===== config.mk =====
export PLATFORM = sky130hd
export DESIGN_NAME = i2c_status_flags_intsrc
export DESIGN_NICKNAME = d
export VERILOG_FILES = /design/src/rtl/i2c_flags_pkg.sv /design/src/rtl/bus_cond_detect.sv /design/src/rtl/event_code_pick.sv /design/src/rtl/i2c_status_flags_intsrc.sv
export SDC_FILE = /design/constraint.sdc
export NUM_CORES = 1
export LEC_CHECK = 0
export BUFFER_PORTS_ARGS = -buffer_cell sky130_fd_sc_hd__buf_2
export CAP_MARGIN = 20
export CELL_PAD_IN_SITES_DETAIL_PLACEMENT = 1
export CELL_PAD_IN_SITES_GLOBAL_PLACEMENT = 2
export CORE_MARGIN = 1.5
export CORE_UTILIZATION = 33
export CTS_CLUSTER_SIZE = 8
export DETAILED_ROUTE_END_ITERATION = 16
export PLACE_DENSITY_LB_ADDON = 0.1
export SYNTH_ARGS = -nofsm -noshare
export SYNTH_HDL_FRONTEND = slang
export SYNTH_SLANG_ARGS = --single-unit

===== constraint.sdc =====
create_clock -name core_clk -period 2.2 [get_ports core_clk]
set_clock_uncertainty 0.05 [all_clocks]
set_input_delay 0.11 -clock core_clk [delete_from_list [all_inputs] [get_ports core_clk]]
set_output_delay 0.11 -clock core_clk [all_outputs]
set_load 0.005 [all_outputs]

===== src/rtl/i2c_flags_pkg.sv =====
// Constants, types and register map of the status-flag and interrupt-source block.
// Assumes one core clock domain; bus pins are sampled by that clock.
package i2c_flags_pkg;
  localparam int NUM_EV = 7;

  typedef logic [2:0]  reg_addr_t;
  typedef logic [15:0] reg_data_t;
  typedef logic [2:0]  event_code_t;

  // Register indexes on the plain register port.
  localparam reg_addr_t ADDR_MODE  = 3'h0;
  localparam reg_addr_t ADDR_STAT  = 3'h1;
  localparam reg_addr_t ADDR_ISRC  = 3'h2;
  localparam reg_addr_t ADDR_IEN   = 3'h3;
  localparam reg_addr_t ADDR_ICLR  = 3'h4;

  // Status flag positions; event flag n reports event code n+1, while ST_BB has no code.
  localparam int ST_AL   = 0;
  localparam int ST_NACK = 1;
  localparam int ST_ARDY = 2;
  localparam int ST_RRDY = 3;
  localparam int ST_XRDY = 4;
  localparam int ST_SCD  = 5;
  localparam int ST_AAS  = 6;
  localparam int ST_BB   = 12;

  // Mode control fields.
  localparam int MD_RUN = 5;
  localparam int MD_MST = 10;
  localparam int MD_STP = 11;
  localparam int MD_STT = 13;

  // Interrupt source fields.
  localparam int IS_RW_LSB = 8;
  localparam int IS_RW_MSB = 11;
  localparam reg_data_t RESET_VAL = 16'h0000;

  localparam event_code_t CODE_NONE = 3'h0;
  localparam event_code_t CODE_AL   = 3'h1;
  localparam event_code_t CODE_NACK = 3'h2;
  localparam event_code_t CODE_ARDY = 3'h3;
  localparam event_code_t CODE_RRDY = 3'h4;
  localparam event_code_t CODE_XRDY = 3'h5;
  localparam event_code_t CODE_SCD  = 3'h6;
  localparam event_code_t CODE_AAS  = 3'h7;
endpackage


===== src/rtl/bus_cond_detect.sv =====
// Synchronises the bus clock and data pins and finds START and STOP conditions.
// Assumes the pins are asynchronous to core_clk and far slower than it.
`timescale 1ns/1ps
module bus_cond_detect #(
  parameter int SYNC_STAGES = 2
) (
  input  wire logic core_clk,   // Core clock.
  input  wire logic rst,        // Asynchronous reset, active high.
  input  wire logic scl_pin,    // Bus clock pin level.
  input  wire logic sda_pin,    // Bus data pin level.
  input  wire logic detect_en,  // Detection allowed.
  output logic      start_p,    // START seen, one cycle.
  output logic      stop_p      // STOP seen, one cycle.
);
  logic [SYNC_STAGES-1:0] scl_sync_r;
  logic [SYNC_STAGES-1:0] sda_sync_r;
  logic                   scl_d_r;
  logic                   sda_d_r;

  initial begin
    if (SYNC_STAGES < 2) $error("bus_cond_detect: SYNC_STAGES must be at least 2");
  end

  // Pins idle high, so the chains reset high to avoid a false condition.
  always_ff @(posedge core_clk or posedge rst) begin
    if (rst) begin
      scl_sync_r <= '1;
      sda_sync_r <= '1;
      scl_d_r    <= 1'b1;
      sda_d_r    <= 1'b1;
    end else begin
      scl_sync_r <= {scl_sync_r[SYNC_STAGES-2:0], scl_pin};
      sda_sync_r <= {sda_sync_r[SYNC_STAGES-2:0], sda_pin};
      scl_d_r    <= scl_sync_r[SYNC_STAGES-1];
      sda_d_r    <= sda_sync_r[SYNC_STAGES-1];
    end
  end

  assign start_p = detect_en && scl_d_r && scl_sync_r[SYNC_STAGES-1]
                   && sda_d_r && !sda_sync_r[SYNC_STAGES-1];
  assign stop_p  = detect_en && scl_d_r && scl_sync_r[SYNC_STAGES-1]
                   && !sda_d_r && sda_sync_r[SYNC_STAGES-1];
endmodule


===== src/rtl/event_code_pick.sv =====
// Picks the highest-priority pending event whose code lies above a floor code.
// Assumes flag n of the pending vector stands for event code n+1.
`timescale 1ns/1ps
module event_code_pick #(
  parameter int NUM_EV = i2c_flags_pkg::NUM_EV
) (
  input  wire logic [NUM_EV-1:0]        pending,  // Pending and enabled events.
  input  wire i2c_flags_pkg::event_code_t floor_code, // Codes at or below are skipped.
  output i2c_flags_pkg::event_code_t    code      // Chosen code, zero if none.
);
  import i2c_flags_pkg::*;

  initial begin
    if (NUM_EV != 7) $error("event_code_pick: NUM_EV must be 7");
  end

  always_comb begin
    code = CODE_NONE;
    for (int i = NUM_EV - 1; i >= 0; i--) begin
      if (pending[i] && (3'(i + 1) > floor_code)) begin
        code = 3'(i + 1);
      end
    end
  end
endmodule


===== src/rtl/i2c_status_flags_intsrc.sv =====
// Status flags, interrupt source register and bus-busy tracking of the controller.
// Assumes the shifter gives one-cycle event pulses on core_clk and bus pins are async.
`timescale 1ns/1ps
module i2c_status_flags_intsrc (
  input  wire logic                    core_clk,      // Core clock, 200 MHz.
  input  wire logic                    rst,           // Asynchronous reset, active high.
  input  wire i2c_flags_pkg::reg_addr_t reg_addr,     // Register index.
  input  wire i2c_flags_pkg::reg_data_t reg_wdata,    // Write data.
  input  wire logic                    reg_wr,        // Write strobe.
  input  wire logic                    reg_rd,        // Read strobe.
  input  wire logic                    dbg_access,    // Access comes from the debugger.
  output i2c_flags_pkg::reg_data_t     reg_rdata,     // Read data, cycle after strobe.
  input  wire logic                    scl_pin,       // Bus clock pin.
  input  wire logic                    sda_pin,       // Bus data pin.
  input  wire logic                    tx_ack_p,      // Receiver acknowledged.
  input  wire logic                    tx_nack_p,     // Receiver did not acknowledge.
  input  wire logic                    arb_lost_p,    // Arbitration lost on the bus.
  input  wire logic                    regs_ready_p,  // Registers ready event.
  input  wire logic                    rx_ready_p,    // Receive data ready event.
  input  wire logic                    tx_ready_p,    // Transmit data ready event.
  input  wire logic                    addr_slave_p,  // Addressed as slave event.
  input  wire logic                    gen_call,      // General call transfer active.
  output logic                         module_run,    // Controller out of reset.
  output logic                         master_mode,   // Master mode bit.
  output logic                         stop_request,  // Stop request bit.
  output logic                         start_go,      // Start accepted, one cycle.
  output logic                         bus_busy,      // Bus busy flag.
  output logic                         irq            // Interrupt, level, active high.
);
  import i2c_flags_pkg::*;

  logic [NUM_EV-1:0] flag_r;
  logic [NUM_EV-1:0] flag_nxt;
  logic [NUM_EV-1:0] flag_view;
  logic [NUM_EV-1:0] flag_set;
  logic [NUM_EV-1:0] flag_clr;
  logic [NUM_EV-1:0] ien_r;
  logic [NUM_EV-1:0] pending;
  logic              run_r;
  logic              mst_r;
  logic              stp_r;
  logic              bb_r;
  logic              go_r;
  logic [3:0]        isrc_rw_r;
  event_code_t       code_r;
  event_code_t       code_nxt;
  event_code_t       pick_code;
  event_code_t       pick_floor;
  reg_data_t         rdata_r;
  reg_data_t         rdata_nxt;
  logic              start_p;
  logic              stop_p;
  logic              wr_mode;
  logic              wr_stat;
  logic              wr_clr;
  logic              cpu_isrc_rd;
  logic              start_try;
  logic              busy_start;

  bus_cond_detect #(
    .SYNC_STAGES(2)
  ) u_cond (
    .core_clk  (core_clk),
    .rst       (rst),
    .scl_pin   (scl_pin),
    .sda_pin   (sda_pin),
    .detect_en (run_r),
    .start_p   (start_p),
    .stop_p    (stop_p)
  );

  event_code_pick #(
    .NUM_EV(NUM_EV)
  ) u_pick (
    .pending    (pending),
    .floor_code (pick_floor),
    .code       (pick_code)
  );

  assign wr_mode     = reg_wr && (reg_addr == ADDR_MODE);
  assign wr_stat     = reg_wr && (reg_addr == ADDR_STAT);
  assign wr_clr      = reg_wr && (reg_addr == ADDR_ICLR);
  assign cpu_isrc_rd = reg_rd && (reg_addr == ADDR_ISRC) && !dbg_access;
  assign start_try   = wr_mode && reg_wdata[MD_STT] && reg_wdata[MD_MST] && run_r;
  assign busy_start  = start_try && (bb_r || start_p);

  // Event sources in code order.
  always_comb begin
    flag_set          = '0;
    flag_set[ST_AL]   = arb_lost_p || busy_start;
    flag_set[ST_NACK] = tx_nack_p;
    flag_set[ST_ARDY] = regs_ready_p;
    flag_set[ST_RRDY] = rx_ready_p;
    flag_set[ST_XRDY] = tx_ready_p;
    flag_set[ST_SCD]  = stop_p;
    flag_set[ST_AAS]  = addr_slave_p;
  end

  always_comb begin
    flag_clr = '0;
    if (wr_stat) flag_clr = flag_clr | reg_wdata[NUM_EV-1:0];
    if (wr_clr) flag_clr = flag_clr | reg_wdata[NUM_EV-1:0];
    if (tx_ack_p) flag_clr[ST_NACK] = 1'b1;
    if (cpu_isrc_rd && (code_r == CODE_AL)) flag_clr[ST_AL] = 1'b1;
    if (cpu_isrc_rd && (code_r == CODE_NACK)) flag_clr[ST_NACK] = 1'b1;
    if (cpu_isrc_rd && (code_r == CODE_SCD)) flag_clr[ST_SCD] = 1'b1;
  end

  assign flag_nxt = (flag_r & ~flag_clr) | (flag_set & {NUM_EV{run_r}});

  // Controller reset through the run bit clears every event flag; the bus-busy flag keeps its value.
  always_ff @(posedge core_clk or posedge rst) begin
    if (rst) begin
      flag_r <= '0;
    end else if (!run_r) begin
      flag_r <= '0;
    end else begin
      flag_r <= flag_nxt;
    end
  end

  always_comb begin
    flag_view          = flag_r;
    flag_view[ST_NACK] = flag_r[ST_NACK] || gen_call;
  end

  assign pending = flag_view & ien_r;
  assign irq     = |pending;

  always_ff @(posedge core_clk or posedge rst) begin
    if (rst) begin
      ien_r <= '0;
    end else if (reg_wr && (reg_addr == ADDR_IEN)) begin
      ien_r <= reg_wdata[NUM_EV-1:0];
    end
  end

  always_ff @(posedge core_clk or posedge rst) begin
    if (rst) begin
      run_r <= 1'b0;
      mst_r <= 1'b0;
      stp_r <= 1'b0;
    end else begin
      if (wr_mode) begin
        run_r <= reg_wdata[MD_RUN];
        mst_r <= reg_wdata[MD_MST];
        stp_r <= reg_wdata[MD_STP];
      end
      if (flag_set[ST_AL] && run_r) begin
        mst_r <= 1'b0;
        stp_r <= 1'b0;
      end
    end
  end

  always_ff @(posedge core_clk or posedge rst) begin
    if (rst) begin
      go_r <= 1'b0;
    end else begin
      // A START seen in the same cycle already makes the bus busy.
      go_r <= start_try && !bb_r && !start_p && !arb_lost_p;
    end
  end

  always_ff @(posedge core_clk or posedge rst) begin
    if (rst) begin
      bb_r <= 1'b0;
    end else if (start_p) begin
      bb_r <= 1'b1;
    end else if (stop_p) begin
      bb_r <= 1'b0;
    end
  end

  always_comb begin
    pick_floor = cpu_isrc_rd ? code_r : CODE_NONE;
    if (cpu_isrc_rd || (code_r == CODE_NONE)) begin
      code_nxt = pick_code;
    end else begin
      code_nxt = code_r;
    end
  end

  always_ff @(posedge core_clk or posedge rst) begin
    if (rst) begin
      code_r <= CODE_NONE;
    end else if (!run_r) begin
      code_r <= CODE_NONE;
    end else begin
      code_r <= code_nxt;
    end
  end

  always_ff @(posedge core_clk or posedge rst) begin
    if (rst) begin
      isrc_rw_r <= RESET_VAL[IS_RW_MSB:IS_RW_LSB];
    end else if (reg_wr && (reg_addr == ADDR_ISRC)) begin
      isrc_rw_r <= reg_wdata[IS_RW_MSB:IS_RW_LSB];
    end
  end

  always_comb begin
    rdata_nxt = RESET_VAL;
    unique case (reg_addr)
      ADDR_MODE: begin
        rdata_nxt[MD_RUN] = run_r;
        rdata_nxt[MD_MST] = mst_r;
        rdata_nxt[MD_STP] = stp_r;
      end
      ADDR_STAT: begin
        rdata_nxt[NUM_EV-1:0] = flag_view;
        rdata_nxt[ST_BB]      = bb_r;
      end
      ADDR_ISRC: begin
        rdata_nxt[IS_RW_MSB:IS_RW_LSB] = isrc_rw_r;
        rdata_nxt[$bits(event_code_t)-1:0] = code_r;
      end
      ADDR_IEN: rdata_nxt[NUM_EV-1:0] = ien_r;
      default: rdata_nxt = RESET_VAL;
    endcase
  end

  always_ff @(posedge core_clk or posedge rst) begin
    if (rst) begin
      rdata_r <= RESET_VAL;
    end else if (reg_rd) begin
      rdata_r <= rdata_nxt;
    end else begin
      rdata_r <= RESET_VAL;
    end
  end

  assign reg_rdata    = rdata_r;
  assign module_run   = run_r;
  assign master_mode  = mst_r;
  assign stop_request = stp_r;
  assign start_go     = go_r;
  assign bus_busy     = bb_r;
endmodule


Yosys cells after proc, flatten, opt, wreduce, memory -nomap -nowiden
Cells that the tools add are included.
{"block": "op_classes", "magnitude_cmp": 7, "n_eq_ne": 8, "muxes": 31, "n_bitwise": 6, "n_reduce_logical": 46}
{"cell": "$logic_and 1x1->1", "n": 31}
{"cell": "$mux 3", "n": 10}
{"cell": "$and 7x7->7", "n": 3}
{"cell": "$mux 7", "n": 3}
{"cell": "$or 7x7->7", "n": 2}
{"cell": "$mux 13", "n": 1}
{"cell": "$gt 3x3->1 const A", "n": 4}
{"cell": "$mux 1", "n": 11}
{"cell": "$eq 3x2->1 const B", "n": 3}
{"cell": "$pmux 3 s3", "n": 1}
{"cell": "$pmux 2 s2", "n": 2}
{"cell": "$not 7->7", "n": 1}
{"cell": "$reduce_or 7->1", "n": 1}
{"cell": "$eq 3x1->1 const B", "n": 2}
{"cell": "$eq 3x3->1 const B", "n": 2}
{"cell": "$gt 2x3->1 const A", "n": 2}
{"cell": "$logic_not 1->1", "n": 6}
{"cell": "$logic_not 3->1", "n": 2}
{"cell": "$logic_or 1x1->1", "n": 4}
{"cell": "$reduce_bool 2->1", "n": 2}
{"cell": "$gt 1x3->1 const A", "n": 1}
{"cell": "$pmux 1 s3", "n": 1}
{"cell": "$mux 2", "n": 1}
{"cell": "$ne 2x1->1 const B", "n": 1}
{"cell": "$pmux 1 s2", "n": 1}
{"block": "totals", "output_inout_bits": 22, "reg_bits": 48}

Logic depth before layout (Yosys ltp)
Gate-level depths: netlist of the first run.
{"block": "logic_depth", "depth_word": 15, "mapped_depth": 6, "mapped_depth_nobuf": 4}

Hierarchy
From an unflattened synthesis of the first run, not the netlist that was laid out.
{"block": "unflattened", "cells_unflattened": 205, "area_unflattened_um2": 2224.6}
{"module": "i2c_status_flags_intsrc", "cells_each": 163, "n_inst": 1, "area_each_um2": 1833.0}
{"module": "bus_cond_detect", "cells_each": 10, "n_inst": 1, "area_each_um2": 196.4}
{"module": "event_code_pick", "cells_each": 32, "n_inst": 1, "area_each_um2": 195.2}

Worst setup path after synthesis of the first run
Ideal clock, no wire load.
{"block": "synth_path", "path_type": "input-to-reg", "from": "in reg_addr[2]", "to": "reg code_r[1]", "t_arrival_ns": 1.750, "path_stages": 6, "setup_ns": 0.121, "setup_slack_ns": 0.279, "required_ns": 2.029, "n_path_buf": 2, "path_cell_list": "buf_6 or4b_4 buf_6 or3_4 a221o_1 a22o_1"}
{"block": "synth_via", "elab_chain_len": 15}
{"element": "start, declared", "line_no": "i2c_status_flags_intsrc.sv:7", "source": "input wire i2c_flags_pkg::reg_addr_t reg_addr,"}
{"element": "$eq 3x2->1 (*)", "line_no": "i2c_status_flags_intsrc.sv:83", "source": "assign cpu_isrc_rd = reg_rd && (reg_addr == ADDR_ISRC) && !dbg_access;"}
{"element": "$logic_and 1x1->1 (*) (2 in a row)", "line_no": "i2c_status_flags_intsrc.sv:83"}
{"element": "$mux 3", "line_no": "i2c_status_flags_intsrc.sv:176", "source": "pick_floor = cpu_isrc_rd ? code_r : CODE_NONE;"}
{"element": "$gt 3x3->1", "line_no": "event_code_pick.sv:20", "source": "if (pending[i] && (3'(i + 1) > floor_code)) begin"}
{"element": "$logic_and 1x1->1", "line_no": "event_code_pick.sv:20"}
{"element": "$mux 3 (7 in a row)", "line_no": "event_code_pick.sv:20"}
{"element": "$mux 3", "line_no": "i2c_status_flags_intsrc.sv:177", "source": "if (cpu_isrc_rd || (code_r == CODE_NONE)) begin"}
{"element": "$mux 3", "line_no": "i2c_status_flags_intsrc.sv:187", "source": "end else if (!run_r) begin"}
{"element": "end signal, assigned", "line_no": "i2c_status_flags_intsrc.sv:190", "source": "code_r <= code_nxt;"}
{"element": "end, declared", "line_no": "i2c_status_flags_intsrc.sv:45", "source": "event_code_t code_r;"}
Mark *: on every way between the ends. The rest lies on a longest branch, timed or not. The select of a mux whose other input is x is not followed.
A chain may end at the register's enable or synchronous reset.

Final worst setup path of the first run
{"block": "layout_path", "from": "reg u_cond.scl_sync_r[1]", "to": "reg flag_r[0]"}
{"block": "layout_via", "elab_chain_len": 9}
{"element": "start, declared", "line_no": "bus_cond_detect.sv:15", "source": "logic [SYNC_STAGES-1:0] scl_sync_r;"}
{"element": "start signal, assigned", "line_no": "bus_cond_detect.sv:32", "source": "scl_sync_r <= {scl_sync_r[SYNC_STAGES-2:0], scl_pin};"}
{"element": "$logic_and 1x1->1", "line_no": "bus_cond_detect.sv:39", "source": "assign start_p = detect_en && scl_d_r && scl_sync_r[SYNC_STAGES-1]"}
{"element": "$logic_and 1x1->1 (2 in a row)", "line_no": "bus_cond_detect.sv:40", "source": "&& sda_d_r && !sda_sync_r[SYNC_STAGES-1];"}
{"element": "$logic_or 1x1->1", "line_no": "i2c_status_flags_intsrc.sv:85", "source": "assign busy_start = start_try && (bb_r || start_p);"}
{"element": "$logic_and 1x1->1", "line_no": "i2c_status_flags_intsrc.sv:85"}
{"element": "$logic_or 1x1->1", "line_no": "i2c_status_flags_intsrc.sv:90", "source": "flag_set[ST_AL] = arb_lost_p || busy_start;"}
{"element": "$and 7x7->7", "line_no": "i2c_status_flags_intsrc.sv:109", "source": "assign flag_nxt = (flag_r & ~flag_clr) | (flag_set & {NUM_EV{run_r}});"}
{"element": "$or 7x7->7", "line_no": "i2c_status_flags_intsrc.sv:109"}
{"element": "$mux 7", "line_no": "i2c_status_flags_intsrc.sv:115", "source": "end else if (!run_r) begin"}
{"element": "end signal, assigned", "line_no": "i2c_status_flags_intsrc.sv:118", "source": "flag_r <= flag_nxt;"}
{"element": "end, declared", "line_no": "i2c_status_flags_intsrc.sv:32", "source": "logic [NUM_EV-1:0] flag_r;"}
No other way between the ends.

==> results.py, run 1 <==
metrics = {
    "status": {
        "status": "complete, no violations",
    },
    "pwr": {
        "internal_power_mw": 1.433,
        "power_switching_mw": 0.6746,
        "p_comb_share_pct": 23.7,
        "p_clk_share_pct": 25.4,
        "max-vdd-ir-drop_mv": 0.3033,
        "p_seq_share_pct": 51.0,
        "power_density_mw_per_mm2": 792.9,
        "cellLeakagePower_nw": 1.246,
        "switching_share_pct": 32.01,
    },
    "synthesis": {
        "yosys_most_used_dff": "dfrtp_1",
        "synth_area_sq_mm": 0.002131,
        "yosysWarningCount": 0,
        "yosysTopAreaCell": "dfrtp_1",
        "synth_seq_cells": 44,
        "synth_cells": 196,
        "async_flop_share_pct": 100.0,
        "synth_top_family_by_area": "compound AO/OA/AOI/OAI gates",
        "synth-adder-area-share_pct": 0,
        "seq_area_frac_synth_pct": 52.03,
        "syn_avg_cell_area_sq_um": 10.87,
        "synth_compound_area_share_pct": 16.15,
        "synth_top_area_share_pct": 44.63,
        "synth_cell_types": 50,
        "synthTopCellsByArea": "dfrtp_1, dfstp_2, mux2_2",
        "synth_xor_area_share_pct": 0.4110,
        "yosys.area_share.simple_pct": 15.50,
        "synthMuxAreaShare_pct": 10.63,
        "synth_edf_count": 0,
    },
    "detailed_routing": {
        "drc": 0,
        "initialDrtViolationCount": 35,
        "ant_nets": 0,
        "wirelength_mm": 5.776,
        "vias": 1735,
        "wire_per_inst_um": 17.24,
        "drt_first_pass_iters": 4,
        "viasPerCell": 5.179,
    },
    "final_layout": {
        "drive_above_1_share_pct": 32.95,
        "nNetsFinal": 291,
        "seq_area_sq_mm": 0.001109,
        "fillerInstances": 739,
        "area_delta_synth_final_pct": 24.72,
        "multi_input_area_sq_um": 924.6,
        "final_core_util_pct": 42.34,
        "diodes": 0,
    },
    "setup_path": {
        "end_kind": "flop",
        "ff2ff_path_depth": 4,
        "regToRegSetupSlack_ns": 0.41,
        "arrival_ns": 1.98,
        "start_kind": "flop",
        "r2r_start": "u_cond.scl_sync_r[1]",
        "worst-setup-path-type": "reg -> reg",
        "cp_max_fo": 4,
        "reg2reg_to": "flag_r[0]",
        "crit_required_ns": 2.39,
    },
    "worst_hold_path": {
        "hold_path_class": "in -> reg",
        "min_path_cells": 2,
        "worst_hold_path.endpoint": "ien_r[1]",
        "hold_start": "reg_wdata[1]",
    },
    "cts": {
        "htreeDepth": 2,
        "post-cts-setup-buffer-count": 0,
        "clkTransAtPathRegs_ns": 0.09,
        "cts_buffers": 5,
        "cts_buffer_depth": 2,
        "cts_hold_buf": 12,
        "cts_root_buffer": "clkbuf_8",
        "cts_tree": "built",
        "insertion_delay_ns": 0.30,
        "cts_resized": 0,
        "clock-sinks": 44,
    },
    "floorplanning": {
        "dieWidth_um": 83.36,
        "fp-row-count": 29,
        "ioPinCount": 56,
        "initial_utilization_pct": 33.94,
        "core_area_sq_mm": 0.006277,
        "die_h_um": 83.36,
        "design.die.area_sq_mm": 0.006948,
    },
    "global_routing": {
        "grt_overflow": 0,
        "grt_pass1_vias": 1972,
        "grt_max_degree": 45,
        "grt_usage_pct": 17.92,
        "grt_antenna_before_repair": 0,
        "grt_pass1_wl_mm": 9.873,
    },
    "timing": {
        "rsz0062_at_grt": "no",
        "max_freq_ghz": 0.5582,
        "slew_violations": 0,
        "fin_setup_tns_ns": 0,
        "slew_headroom_pct": 56.64,
        "hold_viol_final": 0,
        "finalSetupViolations": 0,
        "post-route-min-period_ns": 1.792,
        "worst_pin_slew_ns": 0.6448,
        "post-route-period-util_pct": 81.43,
    },
    "job": {
        "drv_cap": 0,
    },
    "placed_design": {
        "dpl.hpwl_mm": 4.306,
        "place_congestion": 0.7960,
        "portBuffers": 47,
    },
}
[critical path, stage by stage, from the launching register on]
cell and delay, ns:
dfstp_2 0.56, and4_1 0.24, a21oi_1 0.10, o31ai_1 0.58, a31o_2 0.20
[layout by cell type, fill, tap and decap left out, drive strengths merged, types with 3 or more instances in the layout]
cell	count
clkbuf	6
conb	4
mux2	13
a21boi	4
dfrtp	38
mux2i	8
dlygate4sd3	12
inv	6
a21oi	8
nand2	11
o21a	6
nor3	4
a22oi	4
nor4b	3
buf	54
o21ai	7
and3	4
dfstp	6
nor2	19
nand2b	3
[routing by layer]
| metal | track usage [%] | wire (um) |
|---|---|---|
| met4 | 4.091 | 44 |
| met1 | 22.29 | 2500 |
| met5 | 0 | 0 |
| met3 | 3.380 | 218 |
| met2 | 32.15 | 3012 |
[worst max path at each step]
stage,from,endpoint,slack (ns)
floorplan,reg_addr[2],code_r[1],0.28
global placement,reg_addr[0],flag_r[0],0.22
detailed placement,reg_addr[0],flag_r[0],0.17
CTS,module_run,flag_r[0],0.39
global route,code_r[0],code_r[1],0.30
finish,u_cond.scl_sync_r[1],flag_r[0],0.41
[power groups by stage]
stage / Clock (mW) / Sequential, mW / Combinational, mW
2_1_floorplan: 0 / 0.997 / 0.393
3_3_place_gp: 0 / 1.08 / 0.473
3_5_place_dp: 0 / 1.09 / 0.489
4_1_cts: 0.559 / 1.07 / 0.508
5_1_grt: 0.596 / 1.10 / 0.566
6_report: 0.535 / 1.07 / 0.499
[sequential cells by signal (all words and copies together) (netlist names)]
signal	flops
bus_busy	1
code_r	3
flag_r	7
ien_r	7
isrc_rw_r	4
master_mode	1
module_run	1
reg_rdata	12
start_go	1
stop_request	1
u_cond.scl_d_r	1
u_cond.scl_sync_r	2
u_cond.sda_d_r	1
u_cond.sda_sync_r	2
[cells in the mapped netlist (all sizes together) (2+ instances only)]
master,number
nor2,19
buf,7
inv,6
nand2,11
nand3,2
and3,4
or3,2
a21oi,8
nor4b,3
a211o,2
a21boi,4
dfrtp,38
a31o,2
o21a,6
mux2i,8
nor3,4
o31ai,2
o21ai,7
clkbuf,8
nand2b,3
a22oi,4
a22o,2
o211a,2
dfstp,6
mux2,13
nand4b,2
[kinds of logic (layout without fill, tap and decap cells)]
group,after synthesis,after routing
other,1,4
flip-flops,44,44
buffers and inverters,21,80
XOR/XNOR,1,1
AND/OR/NAND/NOR,60,60
AO/OA/AOI/OAI,48,48
multiplexers,21,21
[through the flow]
step | total power [mW] | cells | area [sq um] | hold slack, ns | worst slack (ns)
global route | 2.263 | 335 | 2658 | 0.009110 | 0.3008
floorplan | 1.390 | 199 | 2142 | 0.06448 | 0.2794
detailed placement | 1.579 | 315 | 2440 | 0.1672 | 0.1739
CTS | 2.141 | 335 | 2658 | 0.007228 | 0.3855
finish | 2.107 | 335 | 2658 | 0.01283 | 0.4084
global placement | 1.555 | 315 | 2440 | 0.1664 | 0.2245
[final cells by class]
class / count / share of cell area [%]
timing repair buffer: 66 / 15.35
tap: 77 / 3.625
clock buffer: 6 / 3.107
multi-input combinational: 134 / 34.79
clock inverter: 2 / 0.5650
inverter: 6 / 0.8475
sequential: 44 / 41.71
No activity file was read; power rests on OpenSTA's default activity.
==> run 2, diff against run 1 <==
- CORE_UTILIZATION: 33 -> 29
- clock period: 2.2 -> 1.45 ns (I/O delays scaled with it)
==> run 2 against run 1 <==
  * The run now ends with setup timing left
  * Via count grew 10%
  * Power rose by 83%
  * Critical path depth is 2 higher
  * Clock power up 84%
  * Clock-buffer cell count is 1 lower
  * Register-to-register slack worse by 0.56 ns
  * Routed wire length rose by 7.8%
  * Critical path type is now reg -> out
  * Critical endpoint is now irq
==> results.py, run 2 (synthesized netlist as in run 1, its figures left out) <==
metrics = {
    "status": {
        "status": "finished, violations left",
        "violations": "setup timing",
    },
    "setup_path": {
        "arrival_ns": 1.49,
        "cp_max_fo": 2,
        "start_kind": "flop",
        "crit_required_ns": 1.33,
        "end_kind": "primary output",
        "worst-setup-path-type": "reg -> out",
    },
    "final_layout": {
        "fillerInstances": 838,
        "fin_cells": 406,
        "drive_above_1_share_pct": 45.60,
        "area_delta_synth_final_pct": 50.68,
        "mostFrequentLayoutCells": "buf_2, buf_4, dfrtp_1",
        "largest_reg_flops": 12,
        "nNetsFinal": 340,
        "layout.cells.most_common": "buf_2",
        "diodes": 0,
    },
    "pwr": {
        "max-vdd-ir-drop_mv": 0.4653,
        "power_density_mw_per_mm2": 1201,
        "cellLeakagePower_nw": 1.529,
        "power.total_mw": 3.856,
    },
    "timing": {
        "slew_violations": 0,
        "post-route-min-period_ns": 1.609,
        "hold_viol_final": 0,
        "post-route-period-util_pct": 111.0,
        "max_freq_ghz": 0.6216,
        "final.setup.worst_slack_ns": -0.1588,
        "fin_setup_tns_ns": -0.3814,
        "rsz0062_at_grt": "yes",
        "finalSetupViolations": 4,
    },
    "cts": {
        "cts_buffer_depth": 2,
        "cts_buffers": 5,
        "htreeDepth": 2,
        "clkTransAtPathRegs_ns": 0.09,
        "cts_tree": "built",
        "clock-sinks": 44,
        "insertion_delay_ns": 0.30,
        "cts_root_buffer": "clkbuf_8",
    },
    "placed_design": {
        "portBuffers": 47,
        "place_congestion": 0.7855,
        "pre_cts_ws_ns": -0.3466,
        "dpl.hpwl_mm": 4.430,
        "dp_cells": 375,
    },
    "detailed_routing": {
        "ant_nets": 0,
        "wire_per_inst_um": 15.33,
        "wirelength_mm": 6.226,
        "drt_first_pass_iters": 4,
        "initialDrtViolationCount": 99,
        "viasPerCell": 4.702,
        "drc": 0,
        "vias": 1909,
    },
    "floorplanning": {
        "ioPinCount": 56,
        "dieWidth_um": 88.72,
        "core_area_sq_mm": 0.007176,
        "fp-row-count": 31,
        "initial_utilization_pct": 29.69,
        "die_h_um": 88.72,
        "design.die.area_sq_mm": 0.007870,
    },
    "global_routing": {
        "grt_pass1_wl_mm": 10.23,
        "grt_max_degree": 45,
        "grt_antenna_before_repair": 0,
        "grt_usage_pct": 17.36,
        "grt_overflow": 0,
        "grt_pass1_vias": 2024,
    },
    "job": {
        "drv_cap": 0,
    },
    "worst_hold_path": {
        "hold_path_class": "in -> reg",
    },
}
==> run 2: path summary, 6_finish.rpt <==
kind	startpoint	end	slack, ns	depth (start not counted)
worst max-delay path	flag_r[4]	irq	-0.16	6
worst min-delay path	tx_ack_p	flag_r[1]	0.05	3
worst max register to register	code_r[1]	code_r[1]	-0.15	5
worst min register to register	u_cond.scl_sync_r[0]	u_cond.scl_sync_r[1]	0.31	0
max in group asynchronous	rst	u_cond.scl_sync_r[1]	0.81	4
min in group asynchronous	rst	reg_rdata[12]	0.29	4
==> run 2: cell type report <==
class	instances	area [sq um]	area share [%]
Clock inverter	3	46.29	1.442
Multi-Input combinational cell	134	1010	31.45
Sequential cell	44	1109	34.53
Tap cell	99	123.9	3.858
Inverter	6	22.52	0.7015
Timing Repair Buffer	115	830.8	25.88
Clock buffer	5	68.82	2.143
==> run 2: stage by stage <==
stage	hold slack [ns]	area, sq um	util, %
CTS	0.03527	3181	44.32
finish	0.04639	3211	44.74
floorplan	0.02698	2146	-
global route	0.05962	3211	44.74
detailed placement	0.08460	2765	38.54
global placement	0.07958	2765	38.54
==> run 2: where the power goes <==
| part | leakage, nW | internal, mW | total, mW | switching, mW |
|---|---|---|---|---|
| sequential | 0.555 | 1.40 | 1.53 | 0.132 |
| combinational | 0.919 | 0.732 | 1.34 | 0.607 |
| clock | 0.0548 | 0.520 | 0.987 | 0.467 |
| total | 1.53 | 2.65 | 3.86 | 1.21 |
==> run 2: metal layers <==
| layer | track usage, % | part of all wire [%] | vias to the layer above |
|---|---|---|---|
| li1 | - | - | 920 |
| met1 | 23.47 | 45 | 926 |
| met2 | 28.24 | 49 | 55 |
| met3 | 2.892 | 3.9 | 8 |
| met4 | 5.824 | 2.1 | 0 |
| met5 | 0 | 0 | - |
==> run 2: worst max-delay path, stage by stage, from the launching register on <==
cell     delay, ns
dfrtp_1       0.40
buf_6         0.12
a22o_4        0.25
buf_6         0.11
a21oi_2       0.08
nand4_1       0.08
buf_2         0.14
==> run 2: repair_timing <==
action                                  CTS  global route
pin swaps                                10             2
endpoints found under the setup margin    9             8
resized for setup                        18             8
endpoints found under the hold margin    65             0
setup buffers                             4             0
hold buffers                             20             0
